[src/rtl/cssc_regs.svh]
`ifndef CSSC_REGS_SVH
`define CSSC_REGS_SVH
// interruptions needed before a release
`define CSSC_REQ_CYCLES      4'h2
// least open time of the cycle-count reset switch: 30 ms at 100 MHz
`define CSSC_RESET_OPEN_CYC  32'h002dc6c0
// monitoring time between steps: 30 s at 100 MHz
`define CSSC_MONITOR_CYC     32'hb2d05e00
// operating-mode family codes (upper byte of the mode code)
`define CSSC_MODE_FAM_A      8'h66
`define CSSC_MODE_FAM_B      8'hee
`endif

[src/rtl/cssc_pkg.sv]
package cssc_pkg;
  typedef enum {
    CSSC_IDLE,
    CSSC_ARMED,
    CSSC_RUN,
    CSSC_HOLD
  } cssc_state_e;
  typedef logic [15:0] cssc_mode_t;
endpackage

[src/rtl/cyclic_start_safety_control.sv]
// What this block does
// RQ1: outputs stay open until required interruptions counted
// RQ2: after count, start press with clear field releases
// RQ3: reset switch opening opens the outputs
// RQ4: interruptions ignored while reset switch is open
// RQ5: after switch closes, counted interruptions auto-release
// RQ6: interruption during movement opens outputs at once
// RQ7: after such stop, recount then start press
// RQ8: cyclic mode only for mode families 66xx, EExx
// RQ9: one cycle is one interrupt then clear
// RQ10: monitoring timeout restarts the whole sequence
// RQ11: counter cleared whenever the outputs open
`timescale 1ns/100ps
`default_nettype none
`include "cssc_regs.svh"
module cyclic_start_safety_control #(
  parameter int          REQ_CYCLES    = `CSSC_REQ_CYCLES,
  parameter int unsigned RESET_OPEN_CYC = `CSSC_RESET_OPEN_CYC,
  parameter int unsigned MONITOR_CYC   = `CSSC_MONITOR_CYC
) (
  input  wire logic              ref_clk,
  input  wire logic              reset_n,
  input  wire cssc_pkg::cssc_mode_t modeCode,
  input  wire logic              fieldClear,
  input  wire logic              startButton,
  input  wire logic              cycleResetClosed,
  output var  logic              safetySwitchingOutput,
  output var  logic              cyclicActive,
  output var  logic [3:0]        cycleCount
);
  import cssc_pkg::*;

  function automatic logic isCyclicMode(input cssc_mode_t m);
    return (m[15:8] == `CSSC_MODE_FAM_A) || (m[15:8] == `CSSC_MODE_FAM_B);
  endfunction

  cssc_state_e state;
  logic        fieldClearQ;
  logic        startQ;
  logic        autoStart;
  logic [31:0] openTimer;
  logic [31:0] monTimer;
  logic        switchLocked;
  logic        cycleDone;
  logic        startEdge;
  logic        monExpired;
  logic        reqMet;
  // set by a stop on a field break: its own clearing is not a counted cycle
  logic        breakSkip;

  //////////////////////////////////////////////////////////////////////////
  assign cyclicActive = isCyclicMode(modeCode); // RQ8
  assign cycleDone    = fieldClear && !fieldClearQ; // RQ9
  assign startEdge    = startButton && !startQ;
  assign monExpired   = (monTimer >= MONITOR_CYC); // RQ10
  assign reqMet       = (cycleCount >= 4'(REQ_CYCLES));

  always_ff @(posedge ref_clk or negedge reset_n) begin
    if (!reset_n) begin
      fieldClearQ <= 1'b1;
      startQ      <= 1'b0;
    end else begin
      fieldClearQ <= fieldClear;
      startQ      <= startButton;
    end
  end

  // switch must stay open the least time before counting resumes
  always_ff @(posedge ref_clk or negedge reset_n) begin
    if (!reset_n) begin
      openTimer    <= 32'h0;
      switchLocked <= 1'b0;
    end else if (!cycleResetClosed) begin
      switchLocked <= 1'b1; // RQ4
      if (openTimer < RESET_OPEN_CYC) begin
        openTimer <= openTimer + 32'h1;
      end
    end else begin
      if (openTimer >= RESET_OPEN_CYC) begin
        switchLocked <= 1'b0;
      end
      openTimer <= 32'h0;
    end
  end

  // monitoring time between steps
  always_ff @(posedge ref_clk or negedge reset_n) begin
    if (!reset_n) begin
      monTimer <= 32'h0;
    end else if (state == CSSC_RUN || cycleCount == 4'h0 || cycleDone || startEdge) begin
      monTimer <= 32'h0;
    end else if (!monExpired) begin
      monTimer <= monTimer + 32'h1;
    end
  end

  //////////////////////////////////////////////////////////////////////////
  always_ff @(posedge ref_clk or negedge reset_n) begin
    if (!reset_n) begin
      state      <= CSSC_IDLE;
      cycleCount <= 4'h0;
      autoStart  <= 1'b0;
      breakSkip  <= 1'b0;
    end else if (!cyclicActive) begin
      state      <= CSSC_IDLE;
      cycleCount <= 4'h0;
      autoStart  <= 1'b0;
      breakSkip  <= 1'b0;
    end else begin
      case (state)
        CSSC_IDLE: begin
          state <= CSSC_ARMED;
        end
        CSSC_ARMED: begin
          if (monExpired) begin
            cycleCount <= 4'h0; // RQ10
            autoStart  <= 1'b0;
          end else if (cycleDone && breakSkip) begin
            breakSkip <= 1'b0; // RQ7
          end else if (cycleDone && !switchLocked && cycleResetClosed && !reqMet) begin
            cycleCount <= cycleCount + 4'h1; // RQ1 RQ9
          end else if (reqMet && fieldClear && cycleResetClosed &&
                       (autoStart || startEdge)) begin
            state <= CSSC_RUN; // RQ2 RQ5 RQ7
          end
        end
        CSSC_RUN: begin
          cycleCount <= 4'h0; // RQ11
          if (!fieldClear) begin
            state     <= CSSC_ARMED; // RQ6
            autoStart <= 1'b0; // RQ7
            breakSkip <= 1'b1; // RQ7
          end else if (!cycleResetClosed) begin
            state     <= CSSC_HOLD; // RQ3
            autoStart <= 1'b1; // RQ5
          end
        end
        CSSC_HOLD: begin
          cycleCount <= 4'h0; // RQ4
          if (cycleResetClosed) begin
            state <= CSSC_ARMED;
          end
        end
        default: begin
          state <= CSSC_IDLE;
        end
      endcase
    end
  end

  // opens in the same cycle as the cause
  assign safetySwitchingOutput = (state == CSSC_RUN) && fieldClear && cycleResetClosed &&
                                 cyclicActive; // RQ6 RQ3

  //////////////////////////////////////////////////////////////////////////
  // the outputs never stand closed against a cause to open
  chk_out_drop: assert property (@(posedge ref_clk) disable iff (!reset_n) // RQ6
    !fieldClear |-> !safetySwitchingOutput)
    else $error("output on with field broken");
  chk_switch_open: assert property (@(posedge ref_clk) disable iff (!reset_n) // RQ3
    !cycleResetClosed |-> !safetySwitchingOutput)
    else $error("output on with switch open");
  chk_mode_gate: assert property (@(posedge ref_clk) disable iff (!reset_n) // RQ8
    !cyclicActive |-> !safetySwitchingOutput)
    else $error("output on outside cyclic mode");
  chk_mode_clear: assert property (@(posedge ref_clk) disable iff (!reset_n) // RQ8
    !cyclicActive |=> state == CSSC_IDLE && cycleCount == 4'h0)
    else $error("sequence kept outside cyclic mode");

  // counting
  chk_count_req: assert property (@(posedge ref_clk) disable iff (!reset_n) // RQ1
    $rose(safetySwitchingOutput) |-> $past(cycleCount) >= 4'(REQ_CYCLES))
    else $error("release without counted cycles");
  chk_count_cap: assert property (@(posedge ref_clk) disable iff (!reset_n) // RQ1
    cycleCount <= 4'(REQ_CYCLES))
    else $error("count beyond the required number");
  chk_count_step: assert property (@(posedge ref_clk) disable iff (!reset_n) // RQ9
    cycleCount != $past(cycleCount) && cycleCount != 4'h0
    |-> $past(cycleDone) && cycleCount == $past(cycleCount) + 4'h1)
    else $error("count moved without one interruption");
  chk_count_clear: assert property (@(posedge ref_clk) disable iff (!reset_n) // RQ11
    state == CSSC_RUN |=> cycleCount == 4'h0)
    else $error("count kept while running");
  chk_mon_reset: assert property (@(posedge ref_clk) disable iff (!reset_n) // RQ10
    state == CSSC_ARMED && monExpired && cyclicActive |=> cycleCount == 4'h0)
    else $error("timeout kept count");

  // cycle-count reset switch
  chk_hold_nocount: assert property (@(posedge ref_clk) disable iff (!reset_n) // RQ4
    state == CSSC_HOLD |=> cycleCount == 4'h0)
    else $error("counted with switch open");
  chk_lock_nocount: assert property (@(posedge ref_clk) disable iff (!reset_n) // RQ4
    switchLocked |=> cycleCount <= $past(cycleCount))
    else $error("counted while switch locked");
  chk_lock_release: assert property (@(posedge ref_clk) disable iff (!reset_n) // RQ4
    $fell(switchLocked) |-> $past(cycleResetClosed) && $past(openTimer) >= RESET_OPEN_CYC)
    else $error("switch lock released early");
  chk_switch_hold: assert property (@(posedge ref_clk) disable iff (!reset_n) // RQ3
    state == CSSC_RUN && fieldClear && !cycleResetClosed && cyclicActive
    |=> state == CSSC_HOLD && autoStart)
    else $error("no hold when switch opens");

  // release and restart
  chk_start_need: assert property (@(posedge ref_clk) disable iff (!reset_n) // RQ2
    state == CSSC_ARMED && $past(state) == CSSC_ARMED && !autoStart && !startEdge
    |=> state != CSSC_RUN)
    else $error("release without start press");
  chk_auto_release: assert property (@(posedge ref_clk) disable iff (!reset_n) // RQ5
    state == CSSC_ARMED && autoStart && !breakSkip && reqMet && fieldClear &&
    cycleResetClosed && cyclicActive && !monExpired |=> state == CSSC_RUN)
    else $error("no release after switch cycle");
  chk_run_stop: assert property (@(posedge ref_clk) disable iff (!reset_n) // RQ7
    state == CSSC_RUN && !fieldClear && cyclicActive
    |=> state == CSSC_ARMED && !autoStart && breakSkip)
    else $error("no stop on interruption");
  chk_break_skip: assert property (@(posedge ref_clk) disable iff (!reset_n) // RQ7
    state == CSSC_ARMED && breakSkip && cycleDone && cyclicActive |=> cycleCount == 4'h0)
    else $error("stopping interruption was counted");

  // main scenarios
  cov_release: cover property (@(posedge ref_clk) disable iff (!reset_n)
    $rose(safetySwitchingOutput));
  cov_auto: cover property (@(posedge ref_clk) disable iff (!reset_n)
    state == CSSC_ARMED && autoStart ##1 state == CSSC_RUN);
  cov_break: cover property (@(posedge ref_clk) disable iff (!reset_n)
    state == CSSC_RUN && !fieldClear);
  cov_skip: cover property (@(posedge ref_clk) disable iff (!reset_n)
    state == CSSC_ARMED && breakSkip && cycleDone);
  cov_timeout: cover property (@(posedge ref_clk) disable iff (!reset_n)
    state == CSSC_ARMED && monExpired && cycleCount != 4'h0);
endmodule // cyclic_start_safety_control
`default_nettype wire

[config.mk]
export PLATFORM = sky130hd
export DESIGN_NAME = cyclic_start_safety_control
export DESIGN_NICKNAME = d
export VERILOG_FILES = /design/src/rtl/cssc_pkg.sv /design/src/rtl/cyclic_start_safety_control.sv
export VERILOG_INCLUDE_DIRS = /design/src /design/src/rtl
export SDC_FILE = /design/constraint.sdc
export NUM_CORES = 1
export LEC_CHECK = 0
export ABC_AREA = 1
export BUFFER_PORTS_ARGS = -buffer_cell sky130_fd_sc_hd__buf_2
export CAP_MARGIN = 20
export CORE_AREA = 5 5 118 120
export CTS_BUF_LIST = sky130_fd_sc_hd__clkbuf_4
export CTS_CLUSTER_DIAMETER = 40
export DETAILED_ROUTE_END_ITERATION = 6
export DIE_AREA = 0 0 123 125
export GPL_TIMING_DRIVEN = 0
export PLACE_DENSITY = 0.65
export SETUP_SLACK_MARGIN = 0.15
export SKIP_CTS_REPAIR_TIMING = 1
export SLEW_MARGIN = 0
export SYNTH_ARGS = -nofsm -noshare
export SYNTH_HDL_FRONTEND = slang
export SYNTH_SLANG_ARGS = --single-unit
[constraint.sdc]
create_clock -name ref_clk -period 1.9 [get_ports ref_clk]
set_input_delay 0.38 -clock ref_clk [delete_from_list [all_inputs] [get_ports ref_clk]]
set_output_delay 0.38 -clock ref_clk [all_outputs]
set_load 0.005 [all_outputs]
==> summary.txt, run 1 <==
outcome -> complete, no violations
TritonCTS clock tree -> done
post-synthesis cell type count -> 39
Yosys reg bits -> 75
switching part of the total power -> 0.267
setup slack after layout -> 0.0880 ns
Psw -> 0.746 mW
PortBufs -> 18
Core Region -> 12900 um^2
crit path max fanout -> 8
mapped cell area -> 4990 um^2
dpl ws -> 0.0242 ns
average size of a mapped cell -> 6.99 um^2
Clock Sinks -> 75
filler cell count -> 1318
Finish-stage setup viols -> 0
vias in the first global route -> 4560
CP Launch Type -> flip-flop
global-route wire length before repair -> 21800 um
commonest non-fill, non-tap cell in the layout -> nand2_1
Worst Setup Path Type -> flip-flop to flip-flop
PD cells -> 461 nW/um^2
internal power -> 2.04 mW
syn nets -> 742
Net count, final -> 806
initial DRC count -> 333
Hold Path Class -> primary input to flip-flop
synthesis warning total -> 0
root buffer cell -> clkbuf_4
1st-pass router iterations -> 5
initial antenna violation count -> 1
routed length per instance -> 13.7 um
CP Buf/Inv Count -> 2
GRT Overall Usage -> 0.175
Setup Skew -> 0.0331 ns
ys async rst share -> 1.00
Non-Filler Instances -> 960
Initial Util -> 0.388
residual DRC count -> 0
Final Slew Violations -> 0
most frequent cells in the layout -> 198 x nand2_1, 94 x nor2_1, 74 x inv_1
Main synth FF type -> dfrtp_1
worst-margin pin slew -> 0.609 ns
power share of the combinational group -> 0.041
RSZ-0062 raised after global routing -> true
layout cells sized above 1 -> 0.225
chip width -> 123 um
Seq pwr share -> 0.579
Rel. slew slack -> 0.594
Leak -> 2.61 nW
Mapped Cells -> 714
Max rail drop VDD -> 0.000327 V
Die ar. -> 15400 um^2
Overall Power -> 2.79 mW
number of vias per cell -> 5.01
Clock Latency Late Sink -> 0.47 ns
largest net degree at the start of global routing -> 40
I/O pins -> 27
Post-synth EDFFs -> 0
Routed Antenna Nets -> 0
clock buffer depth -> 2
Worst Setup End Kind -> flip-flop
Crit-path slowest cell -> dfrtp_2
via count -> 4811
hpwl dp -> 9450 um
fin crit period -> 1.81 ns
register area share after synthesis -> 0.376
DIE HEIGHT -> 125 um
row count -> 42
area grow syn2layout -> 21.1%
total CTS buffers -> 9
crit path DAT -> 2.15 ns
clock-pin slew on the worst setup and hold paths -> 0.14 ns
final worst-path cycle share -> 0.954
FMAX -> 552 MHz
CTS H-Tree Depth -> 3
Cell Count Post-Placement -> 909
WL final -> 13200 um
Top Family by Delay on Critical Path -> simple AND/OR/NAND/NOR gates
critical path, cell by cell -> nor2_4 -> nand3_2 -> nor2_4 -> nand3_4 -> nand3_4 -> inv_8 -> clkbuf_16 -> nand4_1 -> o21ai_2
placer congestion estimate -> 0.893
delay of the slowest critical-path stage -> 0.47 ns
Worst EP required -> 2.24 ns
clock power share -> 0.380
Final Hold Vio Count -> 0
maxcap violations -> 0
GR Overflow Total -> 0
==> cell families after synthesis <==
family                     count (synthesis)  share of synthesized area
AOI/OAI and AO/OA                         51                     0.0694
xor gates and xnor gates                  20                     0.0351
adders and majority gates                  7                     0.0175
buffers and inverters                    101                     0.0877
DFF                                       75                      0.376
and+or+nand+nor                          460                      0.414
==> routing by layer <==
| layer | vias to the layer above | global-route usage | wire, um |
|---|---|---|---|
| li1 | 2445 | - | - |
| met1 | 2246 | 0.247 | 6250 |
| met2 | 98 | 0.266 | 6200 |
| met3 | 22 | 0.0239 | 417 |
| met4 | 0 | 0.0801 | 308 |
| met5 | - | 0 | 0 |
==> power by group through the flow <==
stage	Clock, mW	Sequential, mW	Combinational, mW
after global routing	1.15	1.62	0.133
after detailed placement	0	1.64	0.115
after CTS	1.10	1.61	0.115
final	1.06	1.62	0.116
after floorplan	0	1.64	0.0447
after global placement	0	1.64	0.107
==> final timing paths <==
path                                    start             to  slack, ns  cells past startpoint
worst max register to register   monTimer[27]   monTimer[24]       0.09                      9
worst min register to register  openTimer[23]  openTimer[23]       0.49                      2
min in group asynchronous             reset_n   openTimer[4]       0.42                      2
max in group asynchronous             reset_n   monTimer[24]       0.88                      3
worst max-delay path             monTimer[27]   monTimer[24]       0.09                      9
worst min-delay path              startButton         startQ       0.04                      1
==> cell usage after synthesis, types with 3 or more instances <==
master	number	area (um^2)
nor2_4	3	33.8
nor4_1	4	25.0
inv_2	7	26.3
nor2_1	104	390
o21ai_2	19	166
nand3_1	62	310
nand2_4	3	33.8
nand2_2	3	18.8
o21ai_0	10	50.1
ha_1	7	87.6
nor3_1	19	95.1
a21oi_1	6	30.0
xor2_1	14	123
clkbuf_1	4	15.0
inv_1	75	282
o21ai_1	7	35.0
nand4_1	42	263
nor3_2	3	30.0
dfrtp_1	74	1850
xnor2_1	6	52.6
buf_6	6	67.6
o31ai_1	3	22.5
nand2_1	207	777
nor2_2	5	31.3
buf_2	3	15.0
==> stage by stage <==
step                cell area (um^2)  hold WS [ns]  utilization  setup TNS (ns)
global route                    6050        0.0138        0.470               0
finish                          6050        0.0391        0.470               0
floorplan                       4990        0.0844            -               0
detailed placement              5320         0.393        0.414               0
CTS                             5470        -0.131        0.425          -0.106
global placement                5300         0.454        0.412           -9.30
==> sequential cells by signal (all words and copies together) (netlist names) <==
| name | flops |
|---|---|
| autoStart | 1 |
| breakSkip | 1 |
| cycleCount | 4 |
| fieldClearQ | 1 |
| monTimer | 32 |
| openTimer | 32 |
| startQ | 1 |
| state | 2 |
| switchLocked | 1 |
==> area by class of cell <==
| class | instances | area [um^2] | area share |
|---|---|---|---|
| diodes | 1 | 2.50 | 0.000414 |
| well taps | 176 | 220 | 0.0364 |
| inverters | 84 | 325 | 0.0538 |
| clock inverters | 7 | 76.3 | 0.0126 |
| repair buffers | 53 | 427 | 0.0706 |
| multi-input cells | 538 | 2880 | 0.476 |
| clock buffers | 9 | 67.6 | 0.0112 |
| flip-flops and latches | 75 | 1900 | 0.314 |
| plain buffers | 17 | 154 | 0.0255 |
==> worst reg2reg max path, stage by stage (launching register included) <==
cell and delay, ns:
dfrtp_2 0.47, nor2_4 0.13, nand3_2 0.11, nor2_4 0.21, nand3_4 0.12, nand3_4 0.26
inv_8 0.09, clkbuf_16 0.18, nand4_1 0.08, o21ai_2 0.06
(Power assumes the default switching activity.)
==> run 2, diff against run 1 <==
ABC_AREA = default   (was 1)
CORE_AREA = 5 5 109 111   (was 5 5 118 120)
DIE_AREA = 0 0 114 116   (was 0 0 123 125)
==> summary.txt, run 2 <==
power share of the combinational group -> 0.048 (+0.007)
residual DRC count -> 0 (unchanged)
Max rail drop VDD -> 0.000378 V (+15%)
delay of the slowest critical-path stage -> 0.47 ns (about the same)
routed length per instance -> 17.0 um (+24%)
Initial Util -> 0.394 (+0.00603)
1st-pass router iterations -> 5 (unchanged)
Yosys reg bits -> 75 (unchanged)
I/O pins -> 27 (unchanged)
Mapped Cells -> 453 (-37%)
Core Region -> 10700 um^2 (-17%)
TritonCTS clock tree -> done
fin util -> 0.540 (+0.0700)
number of vias per cell -> 5.82 (+16%)
CTS H-Tree Depth -> 3 (unchanged)
switching part of the total power -> 0.245 (-0.0223)
Final Slew Violations -> 0 (unchanged)
Worst Hold Depth -> 1 (unchanged)
average size of a mapped cell -> 9.30 um^2 (+33%)
WL final -> 11600 um (-12%)
Min-Delay Endpoint -> startQ
Post-synth EDFFs -> 0 (unchanged)
fin crit period -> 2.16 ns (+0.353 ns)
placer congestion estimate -> 0.870 (-2.6%)
DIE HEIGHT -> 116 um (-7.2%)
crit path DAT -> 2.52 ns (+0.37 ns)
Net count, final -> 564 (-30%)
Final Hold Vio Count -> 0 (unchanged)
Crit path top cell by count -> buf_12
register area share after synthesis -> 0.446 (+0.0696)
most frequent cells in the layout -> 63 x dfrtp_1, 35 x buf_4, 34 x nand2_1
vias in the first global route -> 3607 (-21%)
mapped cell area -> 4210 um^2 (-16%)
violations in the final reports -> setup timing
global-route wire length before repair -> 17200 um (-21%)
clock-pin slew on the worst setup and hold paths -> 0.12 ns (-0.02 ns)
PD cells -> 459 nW/um^2 (-0.48%)
Psw -> 0.649 mW (-13%)
RSZ-0062 raised after global routing -> true
clock power share -> 0.344 (-0.036)
post-synthesis cell type count -> 57 (+46%)
Routed Antenna Nets -> 0 (unchanged)
Worst Setup Path Type -> flip-flop to flip-flop
Non-Filler Instances -> 681 (-29%)
outcome -> complete, but fails checks
syn nets -> 481 (-35%)
worst r2r src -> monTimer[16]
initial antenna violation count -> 0 (-1)
synthesis warning total -> 0 (unchanged)
worst-margin pin slew -> 0.567 ns (-0.0411 ns)
Worst Setup End Kind -> flip-flop
area grow syn2layout -> 37.0%
layout cells sized above 1 -> 0.386 (+0.162)
most frequent cells after synthesis -> 74 x dfrtp_1, 36 x nand2_1, 34 x nor2_1, 32 x a21oi_1, 25 x nand3_1
largest registers -> monTimer: 32 flops, openTimer: 32 flops, cycleCount: 4 flops
total CTS buffers -> 9 (unchanged)
root buffer cell -> clkbuf_4
FMAX -> 462 MHz (-16%)
CP Launch Type -> flip-flop
Rel. slew slack -> 0.622 (+0.0274)
PortBufs -> 18 (unchanged)
crit path max fanout -> 7 (-1)
top-count cell post-synth -> dfrtp_1
GRT Overall Usage -> 0.163 (-0.0127)
row count -> 38 (-9.5%)
setup slack after layout -> -0.265 ns (-0.353 ns)
maxcap violations -> 0 (unchanged)
Die ar. -> 13200 um^2 (-14%)
Yosys top cell by area -> dfrtp_1
GR Overflow Total -> 0 (unchanged)
Reg2Reg Setup Slack -> -0.26 ns (-0.35 ns)
largest net degree at the start of global routing -> 40 (unchanged)
Worst EP required -> 2.26 ns (+0.02 ns)
Clock Latency Late Sink -> 0.46 ns (about the same)
setup tns final -> -8.07 ns (-8.07 ns)
hpwl dp -> 6930 um (-27%)
Antenna diodes -> 0 (-1)
Hold Path Class -> primary input to flip-flop
FF-to-FF End -> monTimer[0]
Worst Hold Launch -> startButton
Cell Count Post-Placement -> 612 (-33%)
ys async rst share -> 1.00 (unchanged)
R2R depth -> 9 (unchanged)
Setup Skew -> 0.0189 ns (-0.0142 ns)
internal power -> 2.00 mW (-2.1%)
via count -> 3961 (-18%)
Clock Sinks -> 75 (unchanged)
post-synth top area share -> 0.440 (+0.0687)
Leak -> 2.39 nW (-8.5%)
Crit-path slowest cell -> dfrtp_1
Seq pwr share -> 0.608 (+0.029)
initial DRC count -> 251 (-25%)
largest cells by area after synthesis -> dfrtp_1 44%, a21oi_1 3.8%, nand4_1 3.4%
critical path, cell by cell -> o41a_1 -> o2111ai_4 -> nand2_2 -> buf_8 -> buf_12 -> buf_12 -> buf_6 -> o21ai_1 -> a21oi_1
Main synth FF type -> dfrtp_1
chip width -> 114 um (-7.3%)
final worst-path cycle share -> 1.14 (+0.186)
clock buffer depth -> 2 (unchanged)
commonest non-fill, non-tap cell in the layout -> dfrtp_1
Finish-stage setup viols -> 58 (+58)
run 2: changes by cell type after synthesis, moves of 12 or more:
cell,before,now
nand2_1,207,36
nor2_1,104,34
inv_1,75,11
nand3_1,62,25
a21oi_1,6,32
nor2b_1,0,22
nand4_1,42,23
o21ai_2,19,0
or4_1,0,15
xor2_1,14,2
run 2: cells by family after synthesis:
family / count (synthesis) / synth area share
adders and majority gates: 7 / 0.0208
DFF: 75 / 0.446
and+or+nand+nor: 228 / 0.302
xor gates and xnor gates: 4 / 0.00832
AOI/OAI and AO/OA: 87 / 0.141
muxes: 18 / 0.0460
buffers and inverters: 34 / 0.0354
run 2: power groups by stage:
stage	Combinational, mW	Sequential [mW]	Clock [mW]
5_1_grt	0.146	1.61	1.01
4_1_cts	0.120	1.61	0.956
3_3_place_gp	0.109	1.64	0
3_5_place_dp	0.119	1.64	0
6_report	0.127	1.61	0.912
2_1_floorplan	0.0470	1.64	0
run 2: worst max path at each step:
stage,from,endpoint,slack [ns]
5_1_grt,monTimer[16],monTimer[26],-0.34
2_1_floorplan,monTimer[17],monTimer[7],-0.12
3_3_place_gp,monTimer[30],monTimer[2],-0.24
3_5_place_dp,monTimer[19],monTimer[2],-0.31
6_report,monTimer[16],monTimer[0],-0.26
4_1_cts,monTimer[19],monTimer[2],-0.32
run 2: area by class of cell:
type | instances | area (um^2)
Sequential cell | 75 | 1890
Fill cell | 905 | 4930
Buffer | 23 | 223
Inverter | 11 | 41.3
Clock buffer | 15 | 113
Tap cell | 140 | 175
Multi-Input combinational cell | 344 | 2700
Clock inverter | 1 | 5.00
Timing Repair Buffer | 72 | 627
run 2: routing by layer:
metal	part of all wire	GRT usage
met1	0.43	0.207
met2	0.50	0.264
met3	0.047	0.0527
met4	0.017	0.0507
met5	0	0
run 2: stage by stage:
stage,total power [mW],setup slack [ns],cell area (um^2),hold slack (ns)
2_1_floorplan,1.69,-0.117,4420,0.0844
3_3_place_gp,1.75,-0.244,4680,0.482
3_5_place_dp,1.76,-0.312,4710,0.399
4_1_cts,2.69,-0.324,4820,-0.119
5_1_grt,2.77,-0.339,5770,0.00993
6_report,2.65,-0.265,5770,0.0493
run 2: critical path, delay by kind of cell (launching register included):
| kind | cells | cell delay, ns |
|---|---|---|
| DFF | 1 | 0.47 |
| and+or+nand+nor | 1 | 0.14 |
| AOI/OAI and AO/OA | 4 | 0.91 |
| buffers and inverters | 4 | 0.54 |
==> run 3, diff against run 2 <==
REMOVE_ABC_BUFFERS = 1   (was default)
==> summary.txt, run 3 (synthesis results as in run 2) <==
outcome -> complete, but fails checks
violations in the final reports -> setup timing
root buffer cell -> clkbuf_4
Worst Setup End Kind -> flip-flop
placer congestion estimate -> 0.814 (-6.5%)
chip width -> 114 um (unchanged)
Placed Area -> 4440 um^2 (-5.6%)
Non-Filler Instances -> 645 (-5.3%)
initial DRC count -> 227 (-9.6%)
Finish-stage setup viols -> 61 (+5.2%)
total CTS buffers -> 9 (unchanged)
register area -> 1890 um^2 (about the same)
Clock Sinks -> 75 (unchanged)
largest registers -> monTimer: 32 flops, openTimer: 32 flops, cycleCount: 4 flops
Final Slew Violations -> 0 (unchanged)
hold slack final -> 0.0797 ns (+0.0303 ns)
fin util -> 0.500 (-0.0396)
Rel. slew slack -> 0.460 (-0.162)
Hold Path Class -> primary input to flip-flop
fin crit period -> 2.19 ns (+0.0213 ns)
Core Region -> 10700 um^2 (unchanged)
setup slack after layout -> -0.286 ns (-0.0213 ns)
hpwl dp -> 6000 um (-14%)
row count -> 38 (unchanged)
FMAX -> 457 MHz (-0.97%)
GR Overflow Total -> 0 (unchanged)
global-route wire length before repair -> 15800 um (-8.2%)
Worst Hold Depth -> 1 (unchanged)
number of vias per cell -> 5.84 (+0.33%)
DIE HEIGHT -> 116 um (unchanged)
Net count, final -> 527 (-6.6%)
GRT Overall Usage -> 0.144 (-0.0181)
worst-margin pin slew -> 0.808 ns (+0.240 ns)
Final Hold Vio Count -> 0 (unchanged)
Reg2Reg Setup Slack -> -0.29 ns (-0.02 ns)
TritonCTS clock tree -> done
clock-pin slew on the worst setup and hold paths -> 0.12 ns (about the same)
residual DRC count -> 0 (unchanged)
area grow syn2layout -> 27.0%
PortBufs -> 18 (unchanged)
Clock Latency Late Sink -> 0.44 ns (-0.02 ns)
Overall Power -> 2.59 mW (-2.3%)
Min-Delay Endpoint -> startQ
maxcap violations -> 0 (unchanged)
Leak -> 2.20 nW (-8.0%)
Cell Count Post-Placement -> 592 (-3.3%)
crit path DAT -> 2.55 ns (+0.03 ns)
Die ar. -> 13200 um^2 (unchanged)
Routed Antenna Nets -> 0 (unchanged)
most frequent cells in the layout -> 64 x dfrtp_1, 35 x nand2_1, 33 x nor2_1
Worst EP required -> 2.26 ns (about the same)
R2R depth -> 6 (-3)
Multi-input gate area -> 2670 um^2 (-0.88%)
routed length per instance -> 16.3 um (-3.9%)
final worst-path cycle share -> 1.15 (+0.0112)
PD cells -> 484 nW/um^2 (+5.5%)
RSZ-0062 raised after global routing -> true
vias in the first global route -> 3442 (-4.6%)
filler cell count -> 951 (+5.1%)
Worst Setup Path Type -> flip-flop to flip-flop
via count -> 3764 (-5.0%)
1st-pass router iterations -> 5 (unchanged)
Initial Util -> 0.394 (unchanged)
initial antenna violation count -> 1 (+1)
Final Instance Area -> 5350 um^2 (-7.3%)
Setup Skew -> 0.0290 ns (+0.0101 ns)
Max rail drop VDD -> 0.000433 V (+15%)
clock buffer depth -> 2 (unchanged)
CTS H-Tree Depth -> 3 (unchanged)
FF-to-FF End -> monTimer[14]
I/O pins -> 27 (unchanged)
largest net degree at the start of global routing -> 71 (+78%)
commonest non-fill, non-tap cell in the layout -> dfrtp_1
crit path max fanout -> 7 (unchanged)
layout cells sized above 1 -> 0.341 (-0.0451)
Worst Hold Launch -> startButton
WL final -> 10500 um (-9.0%)
CP Launch Type -> flip-flop
worst r2r src -> monTimer[30]
==> run 3: cell count changes in the layout (fill, tap and decap cells not counted), sizes merged <==
| cell | change |
|---|---|
| clkinv | +3 |
| buf | -30 |
| nand2 | +2 |
| clkbuf | -12 |
| diode | +1 |
==> run 3: area by class of cell <==
type | instances | area share
diodes | 1 | 0.000468
well taps | 140 | 0.0328
clock buffers | 12 | 0.0168
flip-flops and latches | 75 | 0.354
inverters | 11 | 0.00772
multi-input cells | 346 | 0.500
clock inverters | 4 | 0.00351
repair buffers | 56 | 0.0854
==> run 3: worst max path at each step <==
| stage | from | cells past startpoint | to |
|---|---|---|---|
| global route | monTimer[30] | 6 | monTimer[14] |
| detailed placement | monTimer[19] | 5 | monTimer[7] |
| finish | monTimer[30] | 6 | monTimer[14] |
| CTS | monTimer[19] | 5 | monTimer[10] |
| floorplan | monTimer[30] | 5 | monTimer[11] |
| global placement | monTimer[26] | 5 | monTimer[11] |
==> run 3: critical path, cell delays in order (launching register included) <==
cell and delay [ns]:
dfrtp_2 0.47, a2111o_1 0.40, o211ai_1 0.20, buf_4 0.28, nand2_4 0.11, or4_4 0.51
a21oi_1 0.14
==> run 3: power by group <==
group          switching [mW]  internal [mW]  total (mW)
sequential            0.00792           1.60        1.61
combinational          0.0814         0.0363       0.118
clock                   0.557          0.304       0.861
==> run 3: stage by stage <==
stage / setup WS [ns] / setup TNS (ns)
floorplan: -0.993 / -21.36
global placement: -1.92 / -53.63
detailed placement: -0.579 / -18.05
CTS: -0.621 / -20.29
global route: -0.367 / -14.73
finish: -0.286 / -10.03
==> run 3: per-layer routing <==
metal | GRT usage | vias to the layer above | wire length (um) | share of wire
li1 | - | 1791 | - | -
met1 | 0.192 | 1865 | 4820 | 0.46
met2 | 0.239 | 91 | 5110 | 0.49
met3 | 0.0141 | 17 | 387 | 0.037
met4 | 0.0665 | 0 | 199 | 0.019
met5 | 0 | - | 0 | 0
